$ cat config.mk
export PLATFORM = sky130hd
export DESIGN_NAME = crs_core_regs
export DESIGN_NICKNAME = d
export VERILOG_FILES = /design/src/crs_pkg.sv /design/src/crs_core_regs.sv
export SDC_FILE = /design/constraint.sdc
export NUM_CORES = 2
export LEC_CHECK = 0
export ABC_CLOCK_PERIOD_IN_PS = 94700
export BUFFER_PORTS_ARGS = -buffer_cell sky130_fd_sc_hd__buf_2
export CORE_ASPECT_RATIO = 1.2
export CORE_MARGIN = 1.5
export CORE_UTILIZATION = 45
export CTS_CLUSTER_DIAMETER = 80
export DETAILED_ROUTE_END_ITERATION = 8
export RECOVER_POWER = 25
export SETUP_SLACK_MARGIN = 0.02
export SLEW_MARGIN = 20
export SYNTH_ARGS = -nofsm -noshare
export SYNTH_HDL_FRONTEND = slang
export SYNTH_SLANG_ARGS = --single-unit
$ cat constraint.sdc
create_clock -name mclk -period 94.7 [get_ports mclk]
set_input_delay 4.735 -clock mclk [delete_from_list [all_inputs] [get_ports mclk]]
set_output_delay 4.735 -clock mclk [all_outputs]
set_load 0.02 [all_outputs]
$ cat src/crs_pkg.sv
// constants and carriers shared by the core register set
package crs_pkg;

  // register indices on the software port
  localparam logic [7:0] CRS_IDX_IP   = 8'h00;
  localparam logic [7:0] CRS_IDX_ACC  = 8'h01;
  localparam logic [7:0] CRS_IDX_TMP  = 8'h02;
  localparam logic [7:0] CRS_IDX_IX   = 8'h03;
  localparam logic [7:0] CRS_IDX_EP   = 8'h04;
  localparam logic [7:0] CRS_IDX_SP   = 8'h05;
  localparam logic [7:0] CRS_IDX_PS   = 8'h06;
  localparam logic [7:0] CRS_IDX_STAT = 8'h07;
  localparam logic [7:0] CRS_GPR_BASE = 8'h80;
  localparam int         CRS_GPR_BIT  = 7;

  // reset values
  localparam logic [15:0] CRS_RST_IP   = 16'hfffd;
  localparam logic [15:0] CRS_RST_WORD = 16'h0000;
  localparam logic [1:0]  CRS_RST_IL   = 2'h3;
  localparam logic        CRS_RST_IE   = 1'h0;

  // flag positions inside the flag byte
  localparam int CRS_F_H   = 7;
  localparam int CRS_F_I   = 6;
  localparam int CRS_F_IL1 = 5;
  localparam int CRS_F_IL0 = 4;
  localparam int CRS_F_N   = 3;
  localparam int CRS_F_Z   = 2;
  localparam int CRS_F_V   = 1;
  localparam int CRS_F_C   = 0;

  // banked registers
  localparam int          CRS_REGS_PER_BANK = 8;
  localparam int          CRS_MAX_BANKS     = 32;
  localparam int          CRS_GPR_BYTES     = CRS_REGS_PER_BANK * CRS_MAX_BANKS;
  localparam logic [7:0]  CRS_BANK_ORIGIN   = 8'h00;

  typedef enum logic [1:0] {
    CRS_OP_ADD = 2'b00,
    CRS_OP_SUB = 2'b01,
    CRS_OP_SHL = 2'b10,
    CRS_OP_SHR = 2'b11
  } crs_op_t;

  typedef struct packed {
    logic [7:0]  addr;
    logic [15:0] wdata;
    logic        we;
    logic        re;
  } crs_bus_req_t;

  typedef struct packed {
    logic    valid;
    crs_op_t op;
  } crs_alu_req_t;

  typedef struct packed {
    logic [15:0] ip;
    logic [15:0] sp;
    logic [15:0] ep;
    logic [15:0] ix_eff;
    logic [7:0]  bank_base;
    logic [7:0]  gpr_data;
  } crs_view_t;

endpackage

$ cat src/crs_core_regs.sv
// dedicated register set, flag logic and banked registers of the core
// Overview of operation
// - 16-bit instruction pointer, reset to fffd
// - primary work word, low byte for bytes
// - second operand word joins arithmetic, low byte
// - index word offsets indexed operand addresses
// - extra pointer holds data memory address
// - stack pointer addresses current stack area
// - status word: bank select high, flags low
// - nibble carry on bit3 to bit4
// - interrupts only while enable flag set
// - take request only when level number is below threshold
// - reset sets threshold 11, enable 0
// - negative flag follows result msb
// - zero flag on zero result
// - overflow flag on two's complement overflow
// - carry flag on carry out of bit7
// - shifts load carry with shifted-out bit
// - byte registers in memory, eight per bank
// - bank count is a build parameter
// - bank select picks active register bank
//
// The plain strobed port and the register offsets were decided locally.
`timescale 1ns/1ps
`default_nettype none
module crs_core_regs
  import crs_pkg::*;
#(
  parameter int BANKS = 32
) (
  // clock and reset
  input  wire logic               mclk,
  input  wire logic               rst,
  // software register port
  input  wire crs_pkg::crs_bus_req_t bus_req,
  output var  logic [15:0]        bus_rdata,
  // core side
  input  wire crs_pkg::crs_alu_req_t alu_req,
  input  wire logic               ip_step,
  input  wire logic [7:0]         ix_disp,
  input  wire logic [2:0]         gpr_index,
  // interrupt request
  input  wire logic               irq_req,
  input  wire logic [1:0]         irq_level,
  output var  logic               irq_take,
  // pointer and bank view
  output var  crs_pkg::crs_view_t view
);
  import crs_pkg::*;

  localparam int BANK_BITS = $clog2(BANKS);

  typedef struct packed {
    logic [15:0] ip;
    logic [15:0] acc;
    logic [15:0] tmp;
    logic [15:0] ix;
    logic [15:0] ep;
    logic [15:0] sp;
    logic [7:0]  bank;
    logic [7:0]  flags;
    logic [15:0] rdata;
    logic        take;
    crs_view_t   view;
    logic [CRS_GPR_BYTES-1:0][7:0] gpr;
  } crs_state_t;

  crs_state_t s_q;
  crs_state_t s_d;

  // bank base: consecutive groups of eight bytes, wrapped to the bank count
  function automatic logic [7:0] crs_bank_base(input logic [7:0] sel);
    logic [BANK_BITS-1:0] b;
    b = sel[BANK_BITS-1:0];
    crs_bank_base = 8'(CRS_BANK_ORIGIN + 8'(b) * 8'(CRS_REGS_PER_BANK));
  endfunction

  logic [7:0] a8;
  logic [7:0] b8;
  logic [8:0] sum9;
  logic [8:0] dif9;
  logic [4:0] nib;
  logic [7:0] res;
  logic       res_c;
  logic       res_h;
  logic       res_v;
  logic       arith;
  logic [7:0] base;
  logic [7:0] gaddr;

  always_comb begin
    a8    = s_q.acc[7:0];
    b8    = s_q.tmp[7:0];
    sum9  = {1'b0, a8} + {1'b0, b8};
    dif9  = {1'b0, a8} - {1'b0, b8};
    nib   = 5'({1'b0, a8[3:0]} + {1'b0, b8[3:0]});
    res   = 8'h00;
    res_c = 1'b0;
    res_h = s_q.flags[CRS_F_H];
    res_v = s_q.flags[CRS_F_V];
    arith = 1'b0;
    case (alu_req.op)
      CRS_OP_ADD: begin
        res   = sum9[7:0];
        res_c = sum9[8];
        res_h = nib[4];
        res_v = (a8[7] == b8[7]) && (sum9[7] != a8[7]);
        arith = 1'b1;
      end
      CRS_OP_SUB: begin
        res   = dif9[7:0];
        res_c = dif9[8];
        res_h = a8[3:0] < b8[3:0];
        res_v = (a8[7] != b8[7]) && (dif9[7] != a8[7]);
        arith = 1'b1;
      end
      CRS_OP_SHL: begin
        res   = {a8[6:0], 1'b0};
        res_c = a8[7];
      end
      CRS_OP_SHR: begin
        res   = {1'b0, a8[7:1]};
        res_c = a8[0];
      end
      default: begin
        res   = a8;
        res_c = s_q.flags[CRS_F_C];
      end
    endcase
  end

  always_comb begin
    s_d   = s_q;
    base  = crs_bank_base(s_q.bank);
    gaddr = 8'(base + 8'(gpr_index));

    // instruction pointer steps through instruction storage
    if (ip_step) begin
      s_d.ip = 16'(s_q.ip + 16'h0001);
    end

    // software writes; a write and an arithmetic step in one cycle both land,
    // the arithmetic result wins on the fields it touches
    if (bus_req.we) begin
      if (bus_req.addr[CRS_GPR_BIT]) begin
        s_d.gpr[bus_req.addr[CRS_GPR_BIT-1:0]] = bus_req.wdata[7:0];
      end else begin
        case (bus_req.addr)
          CRS_IDX_IP:  s_d.ip  = bus_req.wdata;
          CRS_IDX_ACC: s_d.acc = bus_req.wdata;
          CRS_IDX_TMP: s_d.tmp = bus_req.wdata;
          CRS_IDX_IX:  s_d.ix  = bus_req.wdata;
          CRS_IDX_EP:  s_d.ep  = bus_req.wdata;
          CRS_IDX_SP:  s_d.sp  = bus_req.wdata;
          CRS_IDX_PS: begin
            s_d.bank  = bus_req.wdata[15:8];
            s_d.flags = bus_req.wdata[7:0];
          end
          default: s_d.ip = s_d.ip;
        endcase
      end
    end

    // byte arithmetic on the low bytes, result back into the work word
    if (alu_req.valid) begin
      s_d.acc[7:0]        = res;
      s_d.flags[CRS_F_C]  = res_c;
      s_d.flags[CRS_F_N]  = res[7];
      s_d.flags[CRS_F_Z]  = (res == 8'h00);
      if (arith) begin
        s_d.flags[CRS_F_H] = res_h;
        s_d.flags[CRS_F_V] = res_v;
      end
    end

    // read data stands only in the cycle after the read strobe
    s_d.rdata = 16'h0000;
    if (bus_req.re) begin
      if (bus_req.addr[CRS_GPR_BIT]) begin
        s_d.rdata = {8'h00, s_q.gpr[bus_req.addr[CRS_GPR_BIT-1:0]]};
      end else begin
        case (bus_req.addr)
          CRS_IDX_IP:   s_d.rdata = s_q.ip;
          CRS_IDX_ACC:  s_d.rdata = s_q.acc;
          CRS_IDX_TMP:  s_d.rdata = s_q.tmp;
          CRS_IDX_IX:   s_d.rdata = s_q.ix;
          CRS_IDX_EP:   s_d.rdata = s_q.ep;
          CRS_IDX_SP:   s_d.rdata = s_q.sp;
          CRS_IDX_PS:   s_d.rdata = {s_q.bank, s_q.flags};
          CRS_IDX_STAT: s_d.rdata = {8'h00, base};
          default:      s_d.rdata = 16'h0000;
        endcase
      end
    end

    // lower level number means higher priority
    s_d.take = irq_req && s_q.flags[CRS_F_I]
               && (irq_level < {s_q.flags[CRS_F_IL1], s_q.flags[CRS_F_IL0]});

    // registered view of the pointers for the address path
    s_d.view.ip        = s_q.ip;
    s_d.view.sp        = s_q.sp;
    s_d.view.ep        = s_q.ep;
    s_d.view.ix_eff    = 16'(s_q.ix + {{8{ix_disp[7]}}, ix_disp});
    s_d.view.bank_base = base;
    // full byte address, so banks above the software window are still reached
    s_d.view.gpr_data  = s_q.gpr[gaddr];
  end

  // undefined reset fields are cleared so simulation stays free of unknowns
  always_ff @(posedge mclk or posedge rst) begin
    if (rst) begin
      s_q                 <= '0;
      s_q.ip              <= CRS_RST_IP;
      s_q.acc             <= CRS_RST_WORD;
      s_q.flags[CRS_F_I]  <= CRS_RST_IE;
      s_q.flags[CRS_F_IL1] <= CRS_RST_IL[1];
      s_q.flags[CRS_F_IL0] <= CRS_RST_IL[0];
    end else begin
      s_q <= s_d;
    end
  end

  assign bus_rdata = s_q.rdata;
  assign irq_take  = s_q.take;
  assign view      = s_q.view;

endmodule
`default_nettype wire

### After elaboration in Yosys (flattened, before gate mapping)

Cells that the tools add are included.

| storage, ports and cells | value |
|---|---|
| output and inout port bits | 97 |
| input port bits | 46 |
| logic and storage cells | 354 |
| register bits | 2254 |

| operators by class | value |
|---|---|
| reduce and logical (&&, ||, !) cells | 21 |
| magnitude comparators | 5 |
| equal/unequal tests | 16 |
| add/sub/neg operators | 6 |
| multiplexer cells | 30 |
| bitwise operators | 1 |

Operator list:

| kind | number |
|---|---|
| $bwmux 2048 | 1 |
| $mux 112 | 2 |
| $mux 16 | 10 |
| $pmux 16 s8 | 1 |
| $bmux 8 s8 | 1 |
| $bmux 8 s7 | 1 |
| $demux 8 s7 | 1 |
| $eq 8x3->1 const B | 4 |
| $mux 8 | 4 |
| $pmux 8 s4 | 1 |
| $reduce_and 3->1 | 8 |
| $add 16x1->16 const B | 1 |
| $add 16x16->16 | 1 |
| $eq 8x2->1 const B | 2 |
| $logic_not 8->1 | 2 |
| $add 8x8->9 | 1 |
| $lt 7x9->1 const B | 1 |
| $lt 8x9->1 const B | 1 |
| $sub 8x8->9 | 1 |
| $add 8x3->8 | 1 |
| $eq 8x1->1 const B | 1 |
| $ge 7x1->1 const B | 1 |
| $reduce_bool 2->1 | 3 |
| $add 4x4->5 | 1 |
| 17 further kinds | 28 |

### Longest topological paths before layout

| logic depth | value |
|---|---|
| word-level depth | 7 |
| mapped depth | 12 |
| depth with buffers taken out | 10 |

### Worst setup path before layout

Ideal clock, no wire load.

| timing path | value |
|---|---|
| kind | input to register |
| start | input port gpr_index[0] |
| end | register s_q, in the netlist view[0] |
| setup time | 0.134 ns |
| cell stages on the path | 8 |
| arrival | 6.647 ns |
| required time | 94.566 ns |
| slack | 87.919 ns |
| cell sequence | clkbuf_1 -> buf_2 -> buf_2 -> mux4_2 -> a221oi_1 -> o22ai_1 -> nor3_1 -> o22ai_1 |

RTL lines:

| element | RTL line | text |
|---|---|---|
| start, declared | crs_core_regs.sv:41 | `input wire logic [2:0] gpr_index,` |
| end, declared | crs_core_regs.sv:68 | `crs_state_t s_q;` |

==> impl_metrics.py <==
metrics = {
    "placement": {
        "dpl_worst_slack_ps": 85120,
        "post-dp-hpwl_um": 133000,
        "gp_congestion": 0.950,
        "io_buffer_count": 139,
    },
    "clocking": {
        "post_cts_buffers": 0,
        "cts_buffers": 133,
        "cts.clk_slew.worst_paths_ps": 60,
        "ctsLongestPathBuffers": 3,
        "ctsHoldBuffers": 0,
        "post_cts_resized": 0,
        "h-tree-depth": 4,
        "cts-root-buf": "clkbuf_16",
        "tritoncts": "done",
        "cts.sinks": 1230,
        "clk_latency_ps": 780,
    },
    "synth": {
        "ys_seq_area_share_pct": 47.5,
        "synth_ff_type": "dfrtp_1",
        "synth-edff-count": 0,
        "synth_top_area_share_pct": 46.8,
        "ys_types": 76,
        "synth-seq-cells": 1230,
        "avgSynthCellArea_um2": 14.4,
        "synth_cells": 4494,
        "synth.largest_area_cell": "dfrtp_1",
        "syn_area_um2": 64800,
        "yosysWarnings": 0,
        "ys_async_sr_fraction_pct": 100,
        "ys_top_cells_by_area": "dfrtp_1 (47%), mux2_2 (19%), mux4_2 (17%)",
    },
    "power_and_ir_drop": {
        "power_switching_uw": 327,
        "pwr-share-comb_pct": 11.9,
        "p_clk_share_pct": 41.3,
        "seq_power_share_pct": 46.8,
        "p_sw_share_pct": 26.3,
        "p_leak_uw": 0.0314,
        "p_int_uw": 915,
        "vdd_drop_max_mv": 0.0185,
        "p_per_area_nw_per_um2": 17.7,
    },
    "min_path": {
        "hp-class": "reg -> reg",
    },
    "final_layout": {
        "synthToLayoutAreaGrowth_pct": 8.50,
        "final_common_cell": "dfrtp_1",
        "final_cell_mix": "dfrtp_1 (1,213), mux2_2 (1,104), mux4_2 (479)",
        "drive_gt1_share_pct": 44.6,
        "finish.utilization_pct": 49.2,
        "final_nets": 4472,
    },
    "global_routing": {
        "grt_use_total_pct": 28.2,
        "antenna_found_initial": 11,
        "grt_pass1_vias": 42000,
        "grt_pass1_wl_um": 301000,
        "grt_max_degree": 159,
        "grt_overflow_total": 0,
    },
    "route": {
        "vias_per_cell": 6.46,
        "antenna_left": 0,
        "drt-wirelength-per-cell_um": 31.9,
        "vias": 41400,
        "dr.pass1.iters": 6,
        "remaining_drc_errors": 0,
        "totalWireLength_um": 204000,
        "drt_iter0_drc": 3752,
    },
    "sta": {
        "min_period_ps": 13650,
        "worst_pin_slew_ps": 6180,
        "relSlewSlack_pct": -315,
        "fmax_mhz": 73.3,
        "period_share_pct": 14.4,
        "worst_slack_ps": 81050,
        "setup_viol": 0,
        "rsz0062_at_grt": "false",
        "finalSetupTns_ps": 0,
        "hold_viol_final": 0,
        "finalMaxSlewViolations": 494,
        "clock_skew_ps": 25.4,
    },
    "critical_path": {
        "setup.worst_path.start_class": "input port",
        "critPathCaptureType": "async pin",
        "setup.worst_path.class": "in -> async",
        "cp.arrival_ps": 14430,
        "cp_max_fo": 128,
        "crit_required_ps": 95480,
    },
    "die": {
        "num_io_pins": 143,
        "initial_core_util_pct": 45.3,
        "core-area_um2": 143000,
        "dieHeight_um": 419,
        "die-width_um": 349,
        "die_area_um2": 146000,
        "rows": 152,
    },
    "outcome": {
        "violations": "capacitance limit, slew limit",
        "status": "finished, violations left",
    },
    "run": {
        "drv_cap": 7,
    },
}
## synth_stat cells, types with 43 or more instances
cell type and number:
a211oi_1 45, o22ai_1 73, buf_2 79, nor2_1 95, mux2_2 1104, buf_4 139
mux4_2 479, mux2i_1 129, dfrtp_1 1213, a22oi_1 115, a21oi_1 96, clkbuf_1 213
a221oi_1 43, nand2_1 119, nor2_2 62
## power groups by stage
stage / combinational (uW) / sequential (uW) / clock, uW
floorplan: 113 / 582 / 0
global placement: 147 / 589 / 0
detailed placement: 149 / 591 / 0
CTS: 149 / 581 / 523
global route: 158 / 585 / 544
finish: 148 / 582 / 513
## worst max-delay path, stage by stage
cell        delay, ps
buf_2             100
clkinvlp_2       3410
clkbuf_1         2460
clkbuf_1         1770
buf_4             930
buf_4             810
## flip-flops by register name, indices dropped and copies added (netlist names)
| name | cells |
|---|---|
| bus_rdata | 16 |
| a8 | 8 |
| b8 | 8 |
| view | 77 |
| irq_take | 1 |
| s_q | 1072 |
| s_d | 48 |
## metrics by stage
step	total power, uW	hold slack, ps	instance area (um2)	instances
after floorplan	695	364	64800	4496
after global placement	736	381	66200	6178
after detailed placement	739	390	66300	6179
after CTS	1250	403	70500	6405
after global routing	1290	418	70300	6406
final	1240	403	70300	6408
## routing by layer
metal  vias to the layer above  wire length (um)  part of all wire [%]  global-route usage [%]
met5                         -                71                 0.035                       0
met4                        10             10400                   5.1                    12.9
met3                       393             14500                   7.1                    5.73
met2                      1717             96800                    47                    44.8
met1                     22400             82500                    40                    37.3
li1                      16900                 -                     -                       -
## worst paths after layout
kind	endpoint	startpoint	cells past startpoint	slack, ps
max	s_q[411]	rst	6	81050
min	view[44]	s_d[2092]	0	400
max reg2reg	view[6]	s_q[2153]	7	90720
min reg2reg	view[44]	s_d[2092]	0	400
max in group mclk	a8[0]	bus_req[18]	10	85920
min in group asynchronous	s_q[756]	rst	2	5890
## cells by family (layout without fill, tap and decap cells)
family,after synthesis,after routing,share of synthesized area (%)
and+or+nand+nor,449,449,3.54
xor gates and xnor gates,38,38,0.514
muxes,1725,1725,38.0
DFF,1230,1230,47.5
buffers and inverters,493,477,3.99
other,1,6,0.00579
AOI/OAI and AO/OA,521,521,5.63
adders and majority gates,37,37,0.749
## cell type report
type                            count  area, um2
Clock buffer                      192       3850
Sequential cell                  1230      30800
Timing Repair Buffer              220       1260
Multi-Input combinational cell   2773      31500
Antenna cell                        3       7.51
Tap cell                         1925       2410
Inverter                           31        118
Clock inverter                     34        355
Fill cell                       12400      72700
No activity file was read; power rests on OpenSTA's default activity.
